`config.mk`:
```
export PLATFORM = sky130hd
export DESIGN_NAME = quad_wiper_position_control
export DESIGN_NICKNAME = d
export VERILOG_FILES = /design/src/common/pot_pkg.sv /design/src/quad_wiper_position_control.sv
export SDC_FILE = /design/constraint.sdc
export NUM_CORES = 1
export LEC_CHECK = 0
export ABC_CLOCK_PERIOD_IN_PS = 3100
export BUFFER_PORTS_ARGS = -buffer_cell sky130_fd_sc_hd__buf_2
export CORE_MARGIN = 2
export CORE_UTILIZATION = 51
export DETAILED_ROUTE_END_ITERATION = 10
export PLACE_DENSITY = 0.75
export SYNTH_ARGS = -nofsm -noshare
export SYNTH_HDL_FRONTEND = slang
export SYNTH_SLANG_ARGS = --single-unit
```
`constraint.sdc`:
```
create_clock -name mclk -period 3.1 [get_ports mclk]
set_clock_uncertainty 0.05 [all_clocks]
set_input_delay 0.62 -clock mclk [delete_from_list [all_inputs] [get_ports mclk]]
set_output_delay 0.62 -clock mclk [all_outputs]
set_load 0.1 [all_outputs]
```
`src/common/pot_pkg.sv`:
```
// constants, encodings and carrier types of the quad wiper position control
package pot_pkg;

  // ==========================================================================
  // array geometry
  localparam int POT_COUNT     = 4;
  localparam int SETTING_COUNT = 4;
  localparam int TAP_BITS      = 6;
  localparam int SEGMENT_COUNT = 63;
  localparam int TAP_COUNT     = SEGMENT_COUNT + 1;
  localparam logic [5:0] TAP_TOP    = 6'h3f;
  localparam logic [5:0] TAP_BOTTOM = 6'h00;
  localparam logic [5:0] WIPER_RESET_VALUE = 6'h00;

  // ==========================================================================
  // timing
  localparam int CLK_HZ            = 40_000_000;
  localparam int NV_WRITE_TIME_MS  = 10;
  // longest time: rounds down
  localparam int NV_WRITE_CYCLES   = NV_WRITE_TIME_MS * (CLK_HZ / 1000);

  // ==========================================================================
  // identification byte: type[7:4], zero[3:2], board select[1:0]
  localparam logic [3:0] DEVICE_TYPE_ID_DEFAULT = 4'ha; // arbitrary value
  localparam int ID_TYPE_LSB = 4;
  localparam int ID_ZERO_LSB = 2;
  localparam int ID_ADDR_LSB = 0;
  localparam logic [1:0] ID_ZERO_VALUE = 2'h0;

  // ==========================================================================
  // instruction codes (upper nibble of the instruction byte)
  localparam logic [3:0] OP_READ_WIPER           = 4'h9;
  localparam logic [3:0] OP_WRITE_WIPER          = 4'ha;
  localparam logic [3:0] OP_READ_SETTING         = 4'hb;
  localparam logic [3:0] OP_WRITE_SETTING        = 4'hc;
  localparam logic [3:0] OP_COPY_SETTING_TO_WIPER = 4'hd;
  localparam logic [3:0] OP_COPY_WIPER_TO_SETTING = 4'he;
  localparam logic [3:0] OP_GLOBAL_SETTING_TO_WIPER = 4'h1;
  localparam logic [3:0] OP_GLOBAL_WIPER_TO_SETTING = 4'h8;
  localparam logic [3:0] OP_STEP                 = 4'h2;
  localparam logic [3:0] OP_READ_STATUS          = 4'h3;

  // status byte
  localparam int STATUS_WIP_BIT = 0;

  // ==========================================================================
  // types
  typedef struct packed {
    logic [3:0] op;
    logic [1:0] reg_sel;
    logic [1:0] pot_sel;
  } instr_s;

  typedef struct packed {
    logic       global_all;
    logic [1:0] reg_sel;
    logic [1:0] pot_sel;
    logic [5:0] value;
  } wiper_evt_s;

  typedef struct packed {
    logic       valid;
    logic       from_wiper;
    logic       global_all;
    logic [1:0] reg_sel;
    logic [1:0] pot_sel;
    logic [5:0] value;
  } nv_req_s;

  typedef enum {
    PH_IDLE,
    PH_ID,
    PH_INSTR,
    PH_WRITE,
    PH_READ,
    PH_STEP,
    PH_DONE
  } phase_e;

endpackage

```
`src/quad_wiper_position_control.sv`:
```
// serial slave, wiper position registers and stored settings of a quad potentiometer
//
// Overview of operation
// slave samples serial input on clock rise
// host holds select low, pause/protect high
// serial output driven only for read data
// 63 segments, 64 taps per potentiometer
// exactly one tap switch on per potentiometer
// 6-bit wiper value decoded one-hot to taps
// four wiper position registers, one per pot
// write-wiper command loads wiper serially
// single/global copy loads wiper from setting
// step command moves wiper one tap per pulse
// power-up loads wiper from setting register zero
// wipers volatile; only setting zero restores
// four 6-bit stored settings per pot, host access
// copy both ways between wiper and settings
// setting change is nonvolatile, within 10ms
// commit starts on select rise after full sequence
// write pending flag set during commit, readable
// read data shifted out on clock fall
// pause input freezes sequence while clock low
// ignore activity until select falls after power-up
// write protect low blocks nonvolatile writes
// incomplete sequence discarded without any effect
// step saturates at top and bottom taps
`timescale 1ns/1ps

module quad_wiper_position_control #(
  parameter int         NV_WRITE_CYCLES = pot_pkg::NV_WRITE_CYCLES,
  parameter logic [3:0] DEVICE_TYPE_ID  = pot_pkg::DEVICE_TYPE_ID_DEFAULT
) (
  // clock and reset
  input  wire logic                mclk,
  input  wire logic                nrst,
  // serial link pins
  input  wire logic                cs_n,
  input  wire logic                sck,
  input  wire logic                si,
  input  wire logic                hold_n,
  input  wire logic                wp_n,
  input  wire logic [1:0]          board_select_inputs,
  output logic                     so_data,
  output logic                     so_oe_n,
  // tap switches and status
  output logic [pot_pkg::POT_COUNT-1:0][pot_pkg::TAP_COUNT-1:0] tap_enable,
  output logic                     write_pending_flag
);
  import pot_pkg::*;

  localparam int CNT_W = $clog2(NV_WRITE_CYCLES + 1);

  // ==========================================================================
  // pin synchronisers
  localparam int PIN_W = 7;
  logic [PIN_W-1:0] pins_meta_reg;
  logic [PIN_W-1:0] pins_sync_reg;
  logic             cs_prev_reg;
  logic             sck_prev_reg;
  logic             cs_s;
  logic             sck_s;
  logic             si_s;
  logic             hold_s;
  logic             wp_s;
  logic [1:0]       bsel_s;

  always_ff @(posedge mclk) begin
    if (!nrst) begin
      pins_meta_reg <= '0;
      pins_sync_reg <= '0;
    end else begin
      pins_meta_reg <= {cs_n, sck, si, hold_n, wp_n, board_select_inputs};
      pins_sync_reg <= pins_meta_reg;
    end
  end

  assign {cs_s, sck_s, si_s, hold_s, wp_s, bsel_s} = pins_sync_reg;

  always_ff @(posedge mclk) begin
    if (!nrst) begin
      cs_prev_reg  <= 1'b0;
      sck_prev_reg <= 1'b0;
    end else begin
      cs_prev_reg  <= cs_s;
      sck_prev_reg <= sck_s;
    end
  end

  logic cs_fall;
  logic cs_rise;
  logic sck_rise;
  logic sck_fall;

  // a reset cs history of zero means a select already low is never taken as a fall
  assign cs_fall  = cs_prev_reg & ~cs_s;
  assign cs_rise  = ~cs_prev_reg & cs_s;
  // pause only starts and ends with the clock low, so gating loses no edge
  assign sck_rise = sck_s & ~sck_prev_reg & hold_s & ~cs_s;
  assign sck_fall = ~sck_s & sck_prev_reg & hold_s & ~cs_s;

  // ==========================================================================
  // storage
  logic [5:0]  wiper_reg [POT_COUNT];
  // nonvolatile cells are not touched by reset; erased cells start at zero
  logic [5:0]  setting_mem [POT_COUNT][SETTING_COUNT] = '{default: 6'h00};
  logic        boot_reg;
  logic        busy_reg;

  function automatic logic [TAP_COUNT-1:0] tap_onehot(input logic [5:0] pos);
    logic [TAP_COUNT-1:0] v;
    v = '0;
    v[pos] = 1'b1;
    return v;
  endfunction

  function automatic logic [7:0] pad_byte(input logic [5:0] val);
    return {2'h0, val};
  endfunction

  // ==========================================================================
  // serial sequence engine
  phase_e     phase_reg;
  logic [2:0] bit_cnt_reg;
  logic [6:0] shift_reg;
  instr_s     instr_reg;
  logic [7:0] tx_reg;
  logic       wr_wiper_reg;
  logic       load_wiper_reg;
  wiper_evt_s evt_reg;
  nv_req_s    nv_req_reg;
  logic [7:0] rx_byte;
  instr_s     rx_instr;
  logic       byte_done;

  assign rx_byte   = {shift_reg, si_s};
  assign rx_instr  = instr_s'(rx_byte);
  assign byte_done = sck_rise && (bit_cnt_reg == 3'h7);

  always_ff @(posedge mclk) begin
    if (!nrst) begin
      phase_reg      <= PH_IDLE;
      bit_cnt_reg    <= 3'h0;
      shift_reg      <= 7'h00;
      instr_reg      <= '0;
      tx_reg         <= 8'h00;
      wr_wiper_reg   <= 1'b0;
      load_wiper_reg <= 1'b0;
      evt_reg        <= '0;
      nv_req_reg     <= '0;
    end else begin
      wr_wiper_reg   <= 1'b0;
      load_wiper_reg <= 1'b0;
      if (cs_s) begin
        // anything short of a complete sequence dies here
        phase_reg   <= PH_IDLE;
        bit_cnt_reg <= 3'h0;
        nv_req_reg  <= '0;
      end else if (phase_reg == PH_IDLE) begin
        if (cs_fall) begin
          phase_reg <= PH_ID;
        end
      end else if (sck_rise) begin
        shift_reg   <= rx_byte[6:0];
        bit_cnt_reg <= bit_cnt_reg + 3'h1;
        if (byte_done) begin
          unique case (phase_reg)
            PH_ID: begin
              if (rx_byte[7:ID_TYPE_LSB] == DEVICE_TYPE_ID &&
                  rx_byte[ID_TYPE_LSB-1:ID_ZERO_LSB] == ID_ZERO_VALUE &&
                  rx_byte[ID_ZERO_LSB-1:ID_ADDR_LSB] == bsel_s) begin
                phase_reg <= PH_INSTR;
              end else begin
                phase_reg <= PH_DONE;
              end
            end
            PH_INSTR: begin
              instr_reg           <= rx_instr;
              evt_reg.reg_sel     <= rx_instr.reg_sel;
              evt_reg.pot_sel     <= rx_instr.pot_sel;
              evt_reg.global_all  <= 1'b0;
              phase_reg           <= PH_DONE;
              case (rx_instr.op)
                OP_READ_WIPER: begin
                  tx_reg    <= pad_byte(wiper_reg[rx_instr.pot_sel]);
                  phase_reg <= PH_READ;
                end
                OP_READ_SETTING: begin
                  tx_reg    <= pad_byte(setting_mem[rx_instr.pot_sel][rx_instr.reg_sel]);
                  phase_reg <= PH_READ;
                end
                OP_READ_STATUS: begin
                  tx_reg                 <= 8'h00;
                  tx_reg[STATUS_WIP_BIT] <= busy_reg;
                  phase_reg              <= PH_READ;
                end
                OP_WRITE_WIPER, OP_WRITE_SETTING: begin
                  phase_reg <= PH_WRITE;
                end
                OP_COPY_SETTING_TO_WIPER: begin
                  load_wiper_reg <= 1'b1;
                end
                OP_GLOBAL_SETTING_TO_WIPER: begin
                  load_wiper_reg     <= 1'b1;
                  evt_reg.global_all <= 1'b1;
                end
                OP_COPY_WIPER_TO_SETTING, OP_GLOBAL_WIPER_TO_SETTING: begin
                  nv_req_reg <= '{valid: 1'b1, from_wiper: 1'b1,
                                  global_all: (rx_instr.op == OP_GLOBAL_WIPER_TO_SETTING),
                                  reg_sel: rx_instr.reg_sel,
                                  pot_sel: rx_instr.pot_sel,
                                  value: 6'h00};
                end
                OP_STEP: begin
                  phase_reg <= PH_STEP;
                end
                default: begin
                  phase_reg <= PH_DONE;
                end
              endcase
            end
            PH_WRITE: begin
              phase_reg     <= PH_DONE;
              evt_reg.value <= rx_byte[5:0];
              if (instr_reg.op == OP_WRITE_WIPER) begin
                wr_wiper_reg <= 1'b1;
              end else begin
                nv_req_reg <= '{valid: 1'b1, from_wiper: 1'b0, global_all: 1'b0,
                                reg_sel: instr_reg.reg_sel,
                                pot_sel: instr_reg.pot_sel,
                                value: rx_byte[5:0]};
              end
            end
            PH_READ: begin
              phase_reg <= PH_DONE;
            end
            default: begin
              phase_reg <= phase_reg;
            end
          endcase
        end
      end else if (sck_fall && phase_reg == PH_READ) begin
        tx_reg <= {tx_reg[6:0], 1'b0};
      end
    end
  end

  // ==========================================================================
  // serial output
  always_ff @(posedge mclk) begin
    if (!nrst) begin
      so_data <= 1'b0;
    end else if (sck_fall && phase_reg == PH_READ) begin
      so_data <= tx_reg[7];
    end
  end

  // released outside a read so input and output may share one wire
  assign so_oe_n = (phase_reg != PH_READ);

  // ==========================================================================
  // wiper position registers
  logic step_pulse;
  assign step_pulse = sck_rise && (phase_reg == PH_STEP);

  always_ff @(posedge mclk) begin
    if (!nrst) begin
      boot_reg <= 1'b1;
      for (int p = 0; p < POT_COUNT; p++) begin
        wiper_reg[p] <= WIPER_RESET_VALUE;
      end
    end else begin
      boot_reg <= 1'b0;
      if (boot_reg) begin
        for (int p = 0; p < POT_COUNT; p++) begin
          wiper_reg[p] <= setting_mem[p][0];
        end
      end else if (wr_wiper_reg) begin
        wiper_reg[evt_reg.pot_sel] <= evt_reg.value;
      end else if (load_wiper_reg) begin
        for (int p = 0; p < POT_COUNT; p++) begin
          if (evt_reg.global_all || evt_reg.pot_sel == 2'(p)) begin
            wiper_reg[p] <= setting_mem[p][evt_reg.reg_sel];
          end
        end
      end else if (step_pulse) begin
        if (si_s && wiper_reg[instr_reg.pot_sel] != TAP_TOP) begin
          wiper_reg[instr_reg.pot_sel] <= wiper_reg[instr_reg.pot_sel] + 6'h01;
        end else if (!si_s && wiper_reg[instr_reg.pot_sel] != TAP_BOTTOM) begin
          wiper_reg[instr_reg.pot_sel] <= wiper_reg[instr_reg.pot_sel] - 6'h01;
        end
      end
    end
  end

  // ==========================================================================
  // tap switch decode
  always_ff @(posedge mclk) begin
    if (!nrst) begin
      tap_enable <= '{default: {{(TAP_COUNT-1){1'b0}}, 1'b1}};
    end else begin
      for (int p = 0; p < POT_COUNT; p++) begin
        tap_enable[p] <= tap_onehot(wiper_reg[p]);
      end
    end
  end

  // ==========================================================================
  // nonvolatile commit
  logic [CNT_W-1:0] nv_cnt_reg;
  logic [5:0]       nv_val_reg  [POT_COUNT];
  logic [POT_COUNT-1:0] nv_mask_reg;
  logic [1:0]       nv_sel_reg;
  logic             nv_start;

  // a busy array or a protected device drops the request silently
  assign nv_start = cs_rise && nv_req_reg.valid && wp_s && !busy_reg;

  always_ff @(posedge mclk) begin
    if (!nrst) begin
      busy_reg    <= 1'b0;
      nv_cnt_reg  <= '0;
      nv_mask_reg <= '0;
      nv_sel_reg  <= 2'h0;
      for (int p = 0; p < POT_COUNT; p++) begin
        nv_val_reg[p] <= 6'h00;
      end
    end else if (nv_start) begin
      busy_reg   <= 1'b1;
      nv_cnt_reg <= CNT_W'(NV_WRITE_CYCLES - 1);
      nv_sel_reg <= nv_req_reg.reg_sel;
      for (int p = 0; p < POT_COUNT; p++) begin
        nv_mask_reg[p] <= nv_req_reg.global_all || nv_req_reg.pot_sel == 2'(p);
        nv_val_reg[p]  <= nv_req_reg.from_wiper ? wiper_reg[p] : nv_req_reg.value;
      end
    end else if (busy_reg) begin
      if (nv_cnt_reg == '0) begin
        busy_reg <= 1'b0;
      end else begin
        nv_cnt_reg <= nv_cnt_reg - CNT_W'(1);
      end
    end
  end

  // cells change only at the end of the commit time
  always_ff @(posedge mclk) begin
    if (nrst && busy_reg && nv_cnt_reg == '0) begin
      for (int p = 0; p < POT_COUNT; p++) begin
        if (nv_mask_reg[p]) begin
          setting_mem[p][nv_sel_reg] <= nv_val_reg[p];
        end
      end
    end
  end

  assign write_pending_flag = busy_reg;

endmodule

```
==> summary.txt, run 1 <==
Least-Margin Pin Slew - 0.935 ns
CTS H-tree depth - 2
largest family of logic cells by synthesized area - simple AND/OR/NAND/NOR gates
Ant. Diodes - 0
Post-Synthesis Cell Area - 18000 sq um
mux cell area share after synthesis - 0.0832
# clock sinks - 497
Critical Path AT - 3.15 ns
FF-to-FF End - setting_mem[0][21]
GRT Resource Usage Total - 0.273
power density cells - 617 nW/um^2
first-pass GRT wire length - 75500 um
outcome - completed
RSZ-0062 raised after global routing - yes
multi-input gate area in the final layout - 6140 sq um
clk slew on worst S/H paths - 0.06 ns
CTS tree - built
final hold vios - 0
Post-Syn Area per Cell - 11.1 sq um
port bufs - 267
Post-Place Cell Area - 20100 sq um
startpoint types - flop
most common cell after layout, fill and taps aside - nor2_1
Syn-to-layout area delta - 20.9%
dpl cells - 2309
Async S/R FF share, synth - 0
reg2reg start - nv_cnt_reg[4]
largest net degree at the start of global routing - 45
Primary FF master, synth - dfxtp_1
initial cell density of the core - 0.520
Crit Path Category - reg -> reg
dpl hpwl - 37000 um
cell breakdown of the critical path - or4_4 > or4_1 > nor3_2 > and4_2 > nand2_1 > nor3_1 > buf_4
Slew HR - 0.376
Syn Inst Count - 1618
final net count - 1920
hold wc startpoint - wp_n
Largest Register - tap_enable
worst IR drop on VDD - 0.475 mV
post-route cell area - 21700 sq um
Seq. cell area - 11400 sq um
clk buf depth - 3
CP max FO - 6
DR vias - 13.8k
Netlist cell types - 68
Req. time, crit path - 3.33 ns
Final Setup Violations - 0
total core area - 34600 sq um
1st-iter DRT viols - 1422
Worst R2R Path Depth - 7
CP bufs+invs - 1
GP Congestion - 1.05
Critical Path Sink Type - flop
Synth Area in Compound Gates - 0.0713
area share of and/or/nand/nor cells after synthesis - 0.172
Yosys top cell by area - dfxtp_1
synth warn - 0
final slew viol count - 0
clk_lat worst skew - 0.57 ns
clk root buf - clkbuf_16
average wire per standard cell - 21.4 um
biggest regs - tap_enable x256, setting_mem x96
Die ar. - 36800 sq um
reg-to-reg slack, setup - 0.19 ns
Seq/Total Area, Yosys - 0.633
CP top delay family - simple AND/OR/NAND/NOR gates
number of flip-flops in the largest register - 256
CTS Buf Count - 49
final worst-path cycle share - 0.939
leakage power - 8.47 nW
Filler cells - 2688
Synth Net Count - 1633
Vias/cell - 5.73
max frequency - 344 MHz
hold endpoint - pins_meta_reg[2]
setup bufs post-CTS - 0
Synth Area in Adders - 0.00417
antenna-violating nets left - 0
worst min path class - in -> reg
Fin Hold WS - 0.211 ns
post-synthesis xor/xnor area fraction - 0.0102
Routed WL - 51300 um
die height - 192 um
DR DRC count - 0
share of layout cells above drive strength 1 - 0.260
Seq cells post-synth - 497
top cells by area, synth - dfxtp_1, edfxtp_1, nor2_1
cell row count - 68
Die W - 192 um
number of global-route vias before repair - 12.8k
Max Cap Viol - 0
worst hold stages - 2
GR Overflow Total - 0
most frequent cells in the layout - nor2_1, dfxtp_1, buf_2, edfxtp_1, nand2_1
Ports - 268
final cell count without fillers - 2400
Final min period - 2.91 ns
TritonRoute pass-1 iters - 5
CP max-delay cell - or4_4
post-synth top area share - 0.393
initial antenna violation count - 1
max incr delay on CP - 0.56 ns
number of flops mapped to enable cells by yosys - 144
-- stage by stage --
| step | setup TNS (ns) | utilization | worst slack (ns) | power [mW] |
|---|---|---|---|---|
| 6_report | 0 | 0.628 | 0.189 | 13.4 |
| 5_1_grt | -0.0308 | 0.628 | -0.0128 | 13.8 |
| 4_1_cts | 0 | 0.628 | 0.0905 | 13.5 |
| 3_5_place_dp | 0 | 0.579 | 0.123 | 7.52 |
| 3_3_place_gp | 0 | 0.579 | 0.260 | 7.51 |
| 2_1_floorplan | 0 | - | 0.171 | 7.33 |
-- area by class of cell --
cell class | count | area share
inverter | 15 | 0.00259
clock inverter | 21 | 0.0100
multi-input combinational | 1001 | 0.282
tap | 455 | 0.0262
clock buffer | 70 | 0.0668
sequential | 497 | 0.524
timing repair buffer | 341 | 0.0882
-- per-layer routing --
metal | wire length, um | up-vias | global-route usage
met5 | 0 | - | 0
met4 | 2340 | 0 | 0.128
met3 | 5430 | 146 | 0.0641
met2 | 24000 | 748 | 0.442
met1 | 19500 | 6618 | 0.347
li1 | - | 6238 | -
-- cell families (layout without fill, tap and decap cells) --
kind of cell    after synthesis  after routing
simple gates                691            691
flops                       497            497
compound gates              201            201
buf+inv                     120            447
mux                          82             82
xor+xnor                     21             21
fa+ha+maj                     6              6
-- worst max path at each step --
stage | start | end | slack (ns) | cells past startpoint
detailed placement | nv_cnt_reg[4] | setting_mem[0][21] | 0.12 | 7
floorplan | nv_cnt_reg[4] | setting_mem[0][18] | 0.17 | 7
CTS | nv_cnt_reg[4] | setting_mem[0][21] | 0.09 | 7
global route | flop | wiper_reg[3][0] | -0.01 | 10
finish | nv_cnt_reg[4] | setting_mem[0][21] | 0.19 | 7
global placement | nv_cnt_reg[4] | setting_mem[0][18] | 0.26 | 7
-- timing repair --
item | CTS | global route
gates resized for setup | 0 | 3
endpoints found under the hold margin | 0 | 0
hold buffers | 0 | 0
endpoints found under the setup margin | 0 | 64
-- cell usage after synthesis, types with 11 or more instances --
cell type  count
a21oi_1       94
and2_1        21
buf_1         11
clkbuf_1      86
dfxtp_1      353
edfxtp_1     144
inv_1         15
mux2i_1       28
mux4_2        54
nand2_1      120
nand2b_1      14
nand3_1       51
nand3b_1      13
nor2_1       375
nor2b_1       14
nor3_1        27
o21ai_0       15
o221ai_1      11
o22ai_1       19
xnor2_1       18
-- power breakdown --
group,internal (mW),switching [mW]
Sequential,6.74,0.0514
Clock,3.54,2.49
Combinational,0.144,0.460
Total,10.4,3.00
Note: power is estimated with default switching activity, not from simulation.
==> run 2: changes to the inputs <==
Settings changed: CAP_MARGIN set to 20, CORE_UTILIZATION 51 to 30, CTS_CLUSTER_DIAMETER set to 80, PLACE_DENSITY 0.75 to not set.
==> summary.txt, run 2 (synthesized netlist as in run 1, its figures left out) <==
Ports - 268
final net count - 1937
die height - 249 um
Top Metal Used - met4
final hold vios - 0
Met1 Routed Length - 22400 um
first-pass GRT wire length - 81400 um
dpl hpwl - 40100 um
DR DRC count - 0
clk buf depth - 3
worst min path class - in -> reg
CTS tree - built
Post-CTS Hold Buffers - 0
cell row count - 89
Final Setup Violations - 0
Vias/cell - 4.97
number of global-route vias before repair - 13.2k
clk root buf - clkbuf_16
final slew viol count - 0
post-route cell area - 22300 sq um
Post-Place Cell Area - 20600 sq um
combinational fraction of design power - 0.045
reg2reg start - nv_cnt_reg[4]
Least-Margin Pin Slew - 0.907 ns
Syn-to-layout area delta - 23.8%
most frequent cells in the layout - nor2_1, dfxtp_1, buf_2, edfxtp_1, nand2_1
RSZ-0062 raised after global routing - yes
Final Util - 0.377
startpoint types - flop
dpl cells - 2642
P_sw - 3.12 mW
Routed WL - 53700 um
power density cells - 603 nW/um^2
number of flip-flops in the largest register - 256
initial antenna violation count - 0
WL met3 - 4290 um
Final min period - 2.95 ns
initial cell density of the core - 0.304
antenna-violating nets left - 0
final cell count without fillers - 2737
Filler cells - 5702
biggest regs - tap_enable x256, setting_mem x96
worst setup path startpoint - nv_cnt_reg[4]
clk slew on worst S/H paths - 0.06 ns
leakage power - 8.54 nW
total core area - 59100 sq um
DR vias - 13.6k
Largest Register - tap_enable
clk_lat worst skew - 0.62 ns
max frequency - 339 MHz
CTS H-tree depth - 2
Flop pwr share - 0.505
Met2 Routed Length - 25500 um
GR Overflow Total - 0
switching share of power - 0.232
TritonRoute pass-1 iters - 5
hold wc startpoint - board_select_inputs[0]
clock network power share - 0.449
Critical Path AT - 3.12 ns
GP Congestion - 0.945
Crit Path Category - reg -> reg
largest net degree at the start of global routing - 56
Critical Path Sink Type - flop
GRT Resource Usage Total - 0.169
# clock sinks - 497
Slew HR - 0.394
Die W - 249 um
port bufs - 267
final worst-path cycle share - 0.952
most common cell after layout, fill and taps aside - nor2_1
Max Cap Viol - 0
share of layout cells above drive strength 1 - 0.264
worst IR drop on VDD - 0.360 mV
total power - 13.4 mW
outcome - completed
CP max FO - 6
Pint - 10.3 mW
Die ar. - 61900 sq um
average wire per standard cell - 19.6 um
Req. time, crit path - 3.27 ns
1st-iter DRT viols - 1362
CTS Buf Count - 51
## run 2: cell types whose count changed in the layout (fill, tap and decap cells not counted), sizes merged
cell,previous run,this run
bufinv,3,1
inv,21,23
clkinvlp,0,1
buf,341,356
clkinv,12,10
diode,0,1
clkbuf,70,74
## run 2: per-stage QoR
step	hold slack (ns)	setup TNS (ns)	setup slack (ns)
3_5_place_dp	0.376	0	0.200
6_report	0.156	0	0.148
2_1_floorplan	0.362	0	0.171
5_1_grt	0.141	-0.252	-0.0283
3_3_place_gp	0.378	0	0.248
4_1_cts	0.122	0	0.140
## run 2: final timing paths
path,to,slack [ns],cells after the start
hold reg to reg,pins_sync_reg[4],0.39,1
setup / recovery,setting_mem[2][0],0.15,6
hold / removal,pins_meta_reg[0],0.16,2
setup reg to reg,setting_mem[2][0],0.15,6
## run 2: final cells by class
cell class	count	area, sq um	share of cell area
Clock buffer	74	1470	0.0662
Timing Repair Buffer	356	2030	0.0912
Tap cell	773	967	0.0434
Antenna cell	1	2.50	0.000112
Multi-Input combinational cell	1001	6130	0.275
Inverter	15	56.3	0.00253
Clock inverter	20	209	0.00939
Sequential cell	497	11400	0.512
## run 2: layer usage
layer / vias to the layer above / global-route usage
li1: 6262 / -
met3: 101 / 0.0357
met1: 6632 / 0.219
met4: 0 / 0.0540
met2: 611 / 0.281
met5: - / 0
## run 2: what timing repair did
item	4_1_cts	5_1_grt
setup endpoints to repair	0	14
resized for setup	0	1
setup buffers	0	0
## run 2: worst max-delay path: stages, from the launching register on
cell     delay [ns]
dfxtp_1        0.34
or4_4          0.57
or4_1          0.44
nor3_1         0.31
and4_1         0.33
nand2_1        0.14
nor2_1         0.37
## run 2: power by group through the flow
stage / combinational (mW) / clock (mW) / sequential, mW
global placement: 0.601 / 0 / 6.93
finish: 0.610 / 6.03 / 6.79
CTS: 0.609 / 6.16 / 6.79
global route: 0.644 / 6.41 / 6.79
floorplan: 0.264 / 0 / 7.07
detailed placement: 0.607 / 0 / 6.93
==> run 3: changes to the inputs <==
Settings changed: RECOVER_POWER set to 100.
==> summary.txt, run 3 (synthesized netlist as in run 1, its figures left out) <==
CTS H-tree depth - 2
FF-to-FF End - setting_mem[3][15]
Flop pwr share - 0.506
port bufs - 267
Ant. Diodes - 0
clk buf depth - 3
most common cell after layout, fill and taps aside - nor2_1
Req. time, crit path - 3.27 ns
post-route cell area - 21800 sq um
Least-Margin Pin Slew - 1.28 ns
Final Util - 0.369
CTS Buf Count - 51
CP max FO - 6
dpl hpwl - 40100 um
worst IR drop on VDD - 0.361 mV
final worst-path cycle share - 0.974
antenna-violating nets left - 0
number of global-route vias before repair - 13.2k
first-pass GRT wire length - 81400 um
Worst R2R Path Depth - 7
cell row count - 89
Post-Place Cell Area - 20600 sq um
average wire per standard cell - 19.7 um
Largest Register - tap_enable
final net count - 1937
1st-iter DRT viols - 1318
Crit Path Category - reg -> reg
Pint - 10.3 mW
Final Setup Violations - 0
clk root buf - clkbuf_16
Routed WL - 53900 um
dpl cells - 2642
GP Congestion - 0.945
combinational fraction of design power - 0.044
worst setup path startpoint - nv_cnt_reg[4]
clock network power share - 0.450
initial cell density of the core - 0.304
Ports - 268
number of flip-flops in the largest register - 256
DR DRC count - 0
die height - 249 um
final hold vios - 0
Filler cells - 5878
share of layout cells above drive strength 1 - 0.126
P_sw - 3.12 mW
multi-input gate area in the final layout - 6130 sq um
leakage power - 7.35 nW
# clock sinks - 497
final cell count without fillers - 2736
RSZ-0062 raised after global routing - yes
total core area - 59100 sq um
outcome - completed
final slew viol count - 0
biggest regs - tap_enable x256, setting_mem x96
max frequency - 331 MHz
clk_lat worst skew - 0.62 ns
Die ar. - 61900 sq um
switching share of power - 0.232
worst hold stages - 2
Vias/cell - 4.97
GRT Resource Usage Total - 0.169
worst min path class - in -> reg
Final min period - 3.02 ns
DR vias - 13.6k
Seq. cell area - 11400 sq um
clk slew on worst S/H paths - 0.06 ns
Critical Path Sink Type - flop
CP Capture Point - setting_mem[3][15]
setup bufs post-CTS - 0
Max Cap Viol - 0
reg2reg start - nv_cnt_reg[4]
reg-to-reg slack, setup - 0.08 ns
Die W - 249 um
TritonRoute pass-1 iters - 5
CTS tree - built
initial antenna violation count - 0
power density cells - 615 nW/um^2
Critical Path AT - 3.19 ns
Syn-to-layout area delta - 21.4%
most frequent cells in the layout - nor2_1, dfxtp_1, clkbuf_1, edfxtp_1, nand2_1
GR Overflow Total - 0
setup TNS - 0 ns
largest net degree at the start of global routing - 56
Slew HR - 0.146
startpoint types - flop
==> run 3: changes by cell type in the layout (fill, tap and decap cells not counted), sizes merged <==
cell | previous run | this run
buf | 356 | 68
clkbuf | 74 | 362
diode | 1 | 0
==> run 3: worst min-delay path by stage <==
stage,start,end,slack (ns)
final,board_select_inputs[0],pins_meta_reg[0],0.15
after global routing,cs_n,pins_meta_reg[6],0.14
after CTS,cs_n,pins_meta_reg[6],0.12
after detailed placement,pins_meta_reg[5],pins_sync_reg[5],0.38
after global placement,pins_meta_reg[4],pins_sync_reg[4],0.38
after floorplan,pins_meta_reg[0],pins_sync_reg[0],0.36
==> run 3: power groups by stage <==
stage / clock network, mW / logic, mW / registers [mW]
after floorplan: 0 / 0.264 / 7.07
after global placement: 0 / 0.601 / 6.93
after detailed placement: 0 / 0.607 / 6.93
after CTS: 6.16 / 0.609 / 6.79
after global routing: 6.41 / 0.631 / 6.79
final: 6.04 / 0.597 / 6.79
==> run 3: cell type report <==
type                    instances  area share
repair buffers                356      0.0736
inverters                      15     0.00258
flip-flops and latches        497       0.522
well taps                     773      0.0443
clock buffers                  74      0.0675
multi-input cells            1001       0.281
clock inverters                20     0.00957
==> run 3: critical path, stage by stage (launching register included) <==
cell and delay (ns):
dfxtp_1 0.34, or4_4 0.57, or4_1 0.44, nor3_1 0.31, and4_1 0.33, nand2_1 0.13
nor2_1 0.12, clkbuf_1 0.34
==> run 3: metal layers <==
| layer | track usage | wire length [um] | vias up |
|---|---|---|---|
| met4 | 0.0540 | 1560 | 0 |
| met5 | 0 | 0 | - |
| li1 | - | - | 6263 |
| met3 | 0.0357 | 4520 | 100 |
| met1 | 0.219 | 22400 | 6594 |
| met2 | 0.281 | 25400 | 646 |
==> run 3: repair_timing <==
item	CTS	global route
setup endpoints to repair	0	14
gates resized for setup	0	1
hold buffers	0	0
==> run 3: stage by stage <==
step | setup slack (ns) | total power [mW] | hold WS (ns)
floorplan | 0.171 | 7.33 | 0.362
global placement | 0.248 | 7.53 | 0.378
detailed placement | 0.200 | 7.54 | 0.376
CTS | 0.140 | 13.6 | 0.122
global route | -0.0283 | 13.8 | 0.141
finish | 0.0795 | 13.4 | 0.154
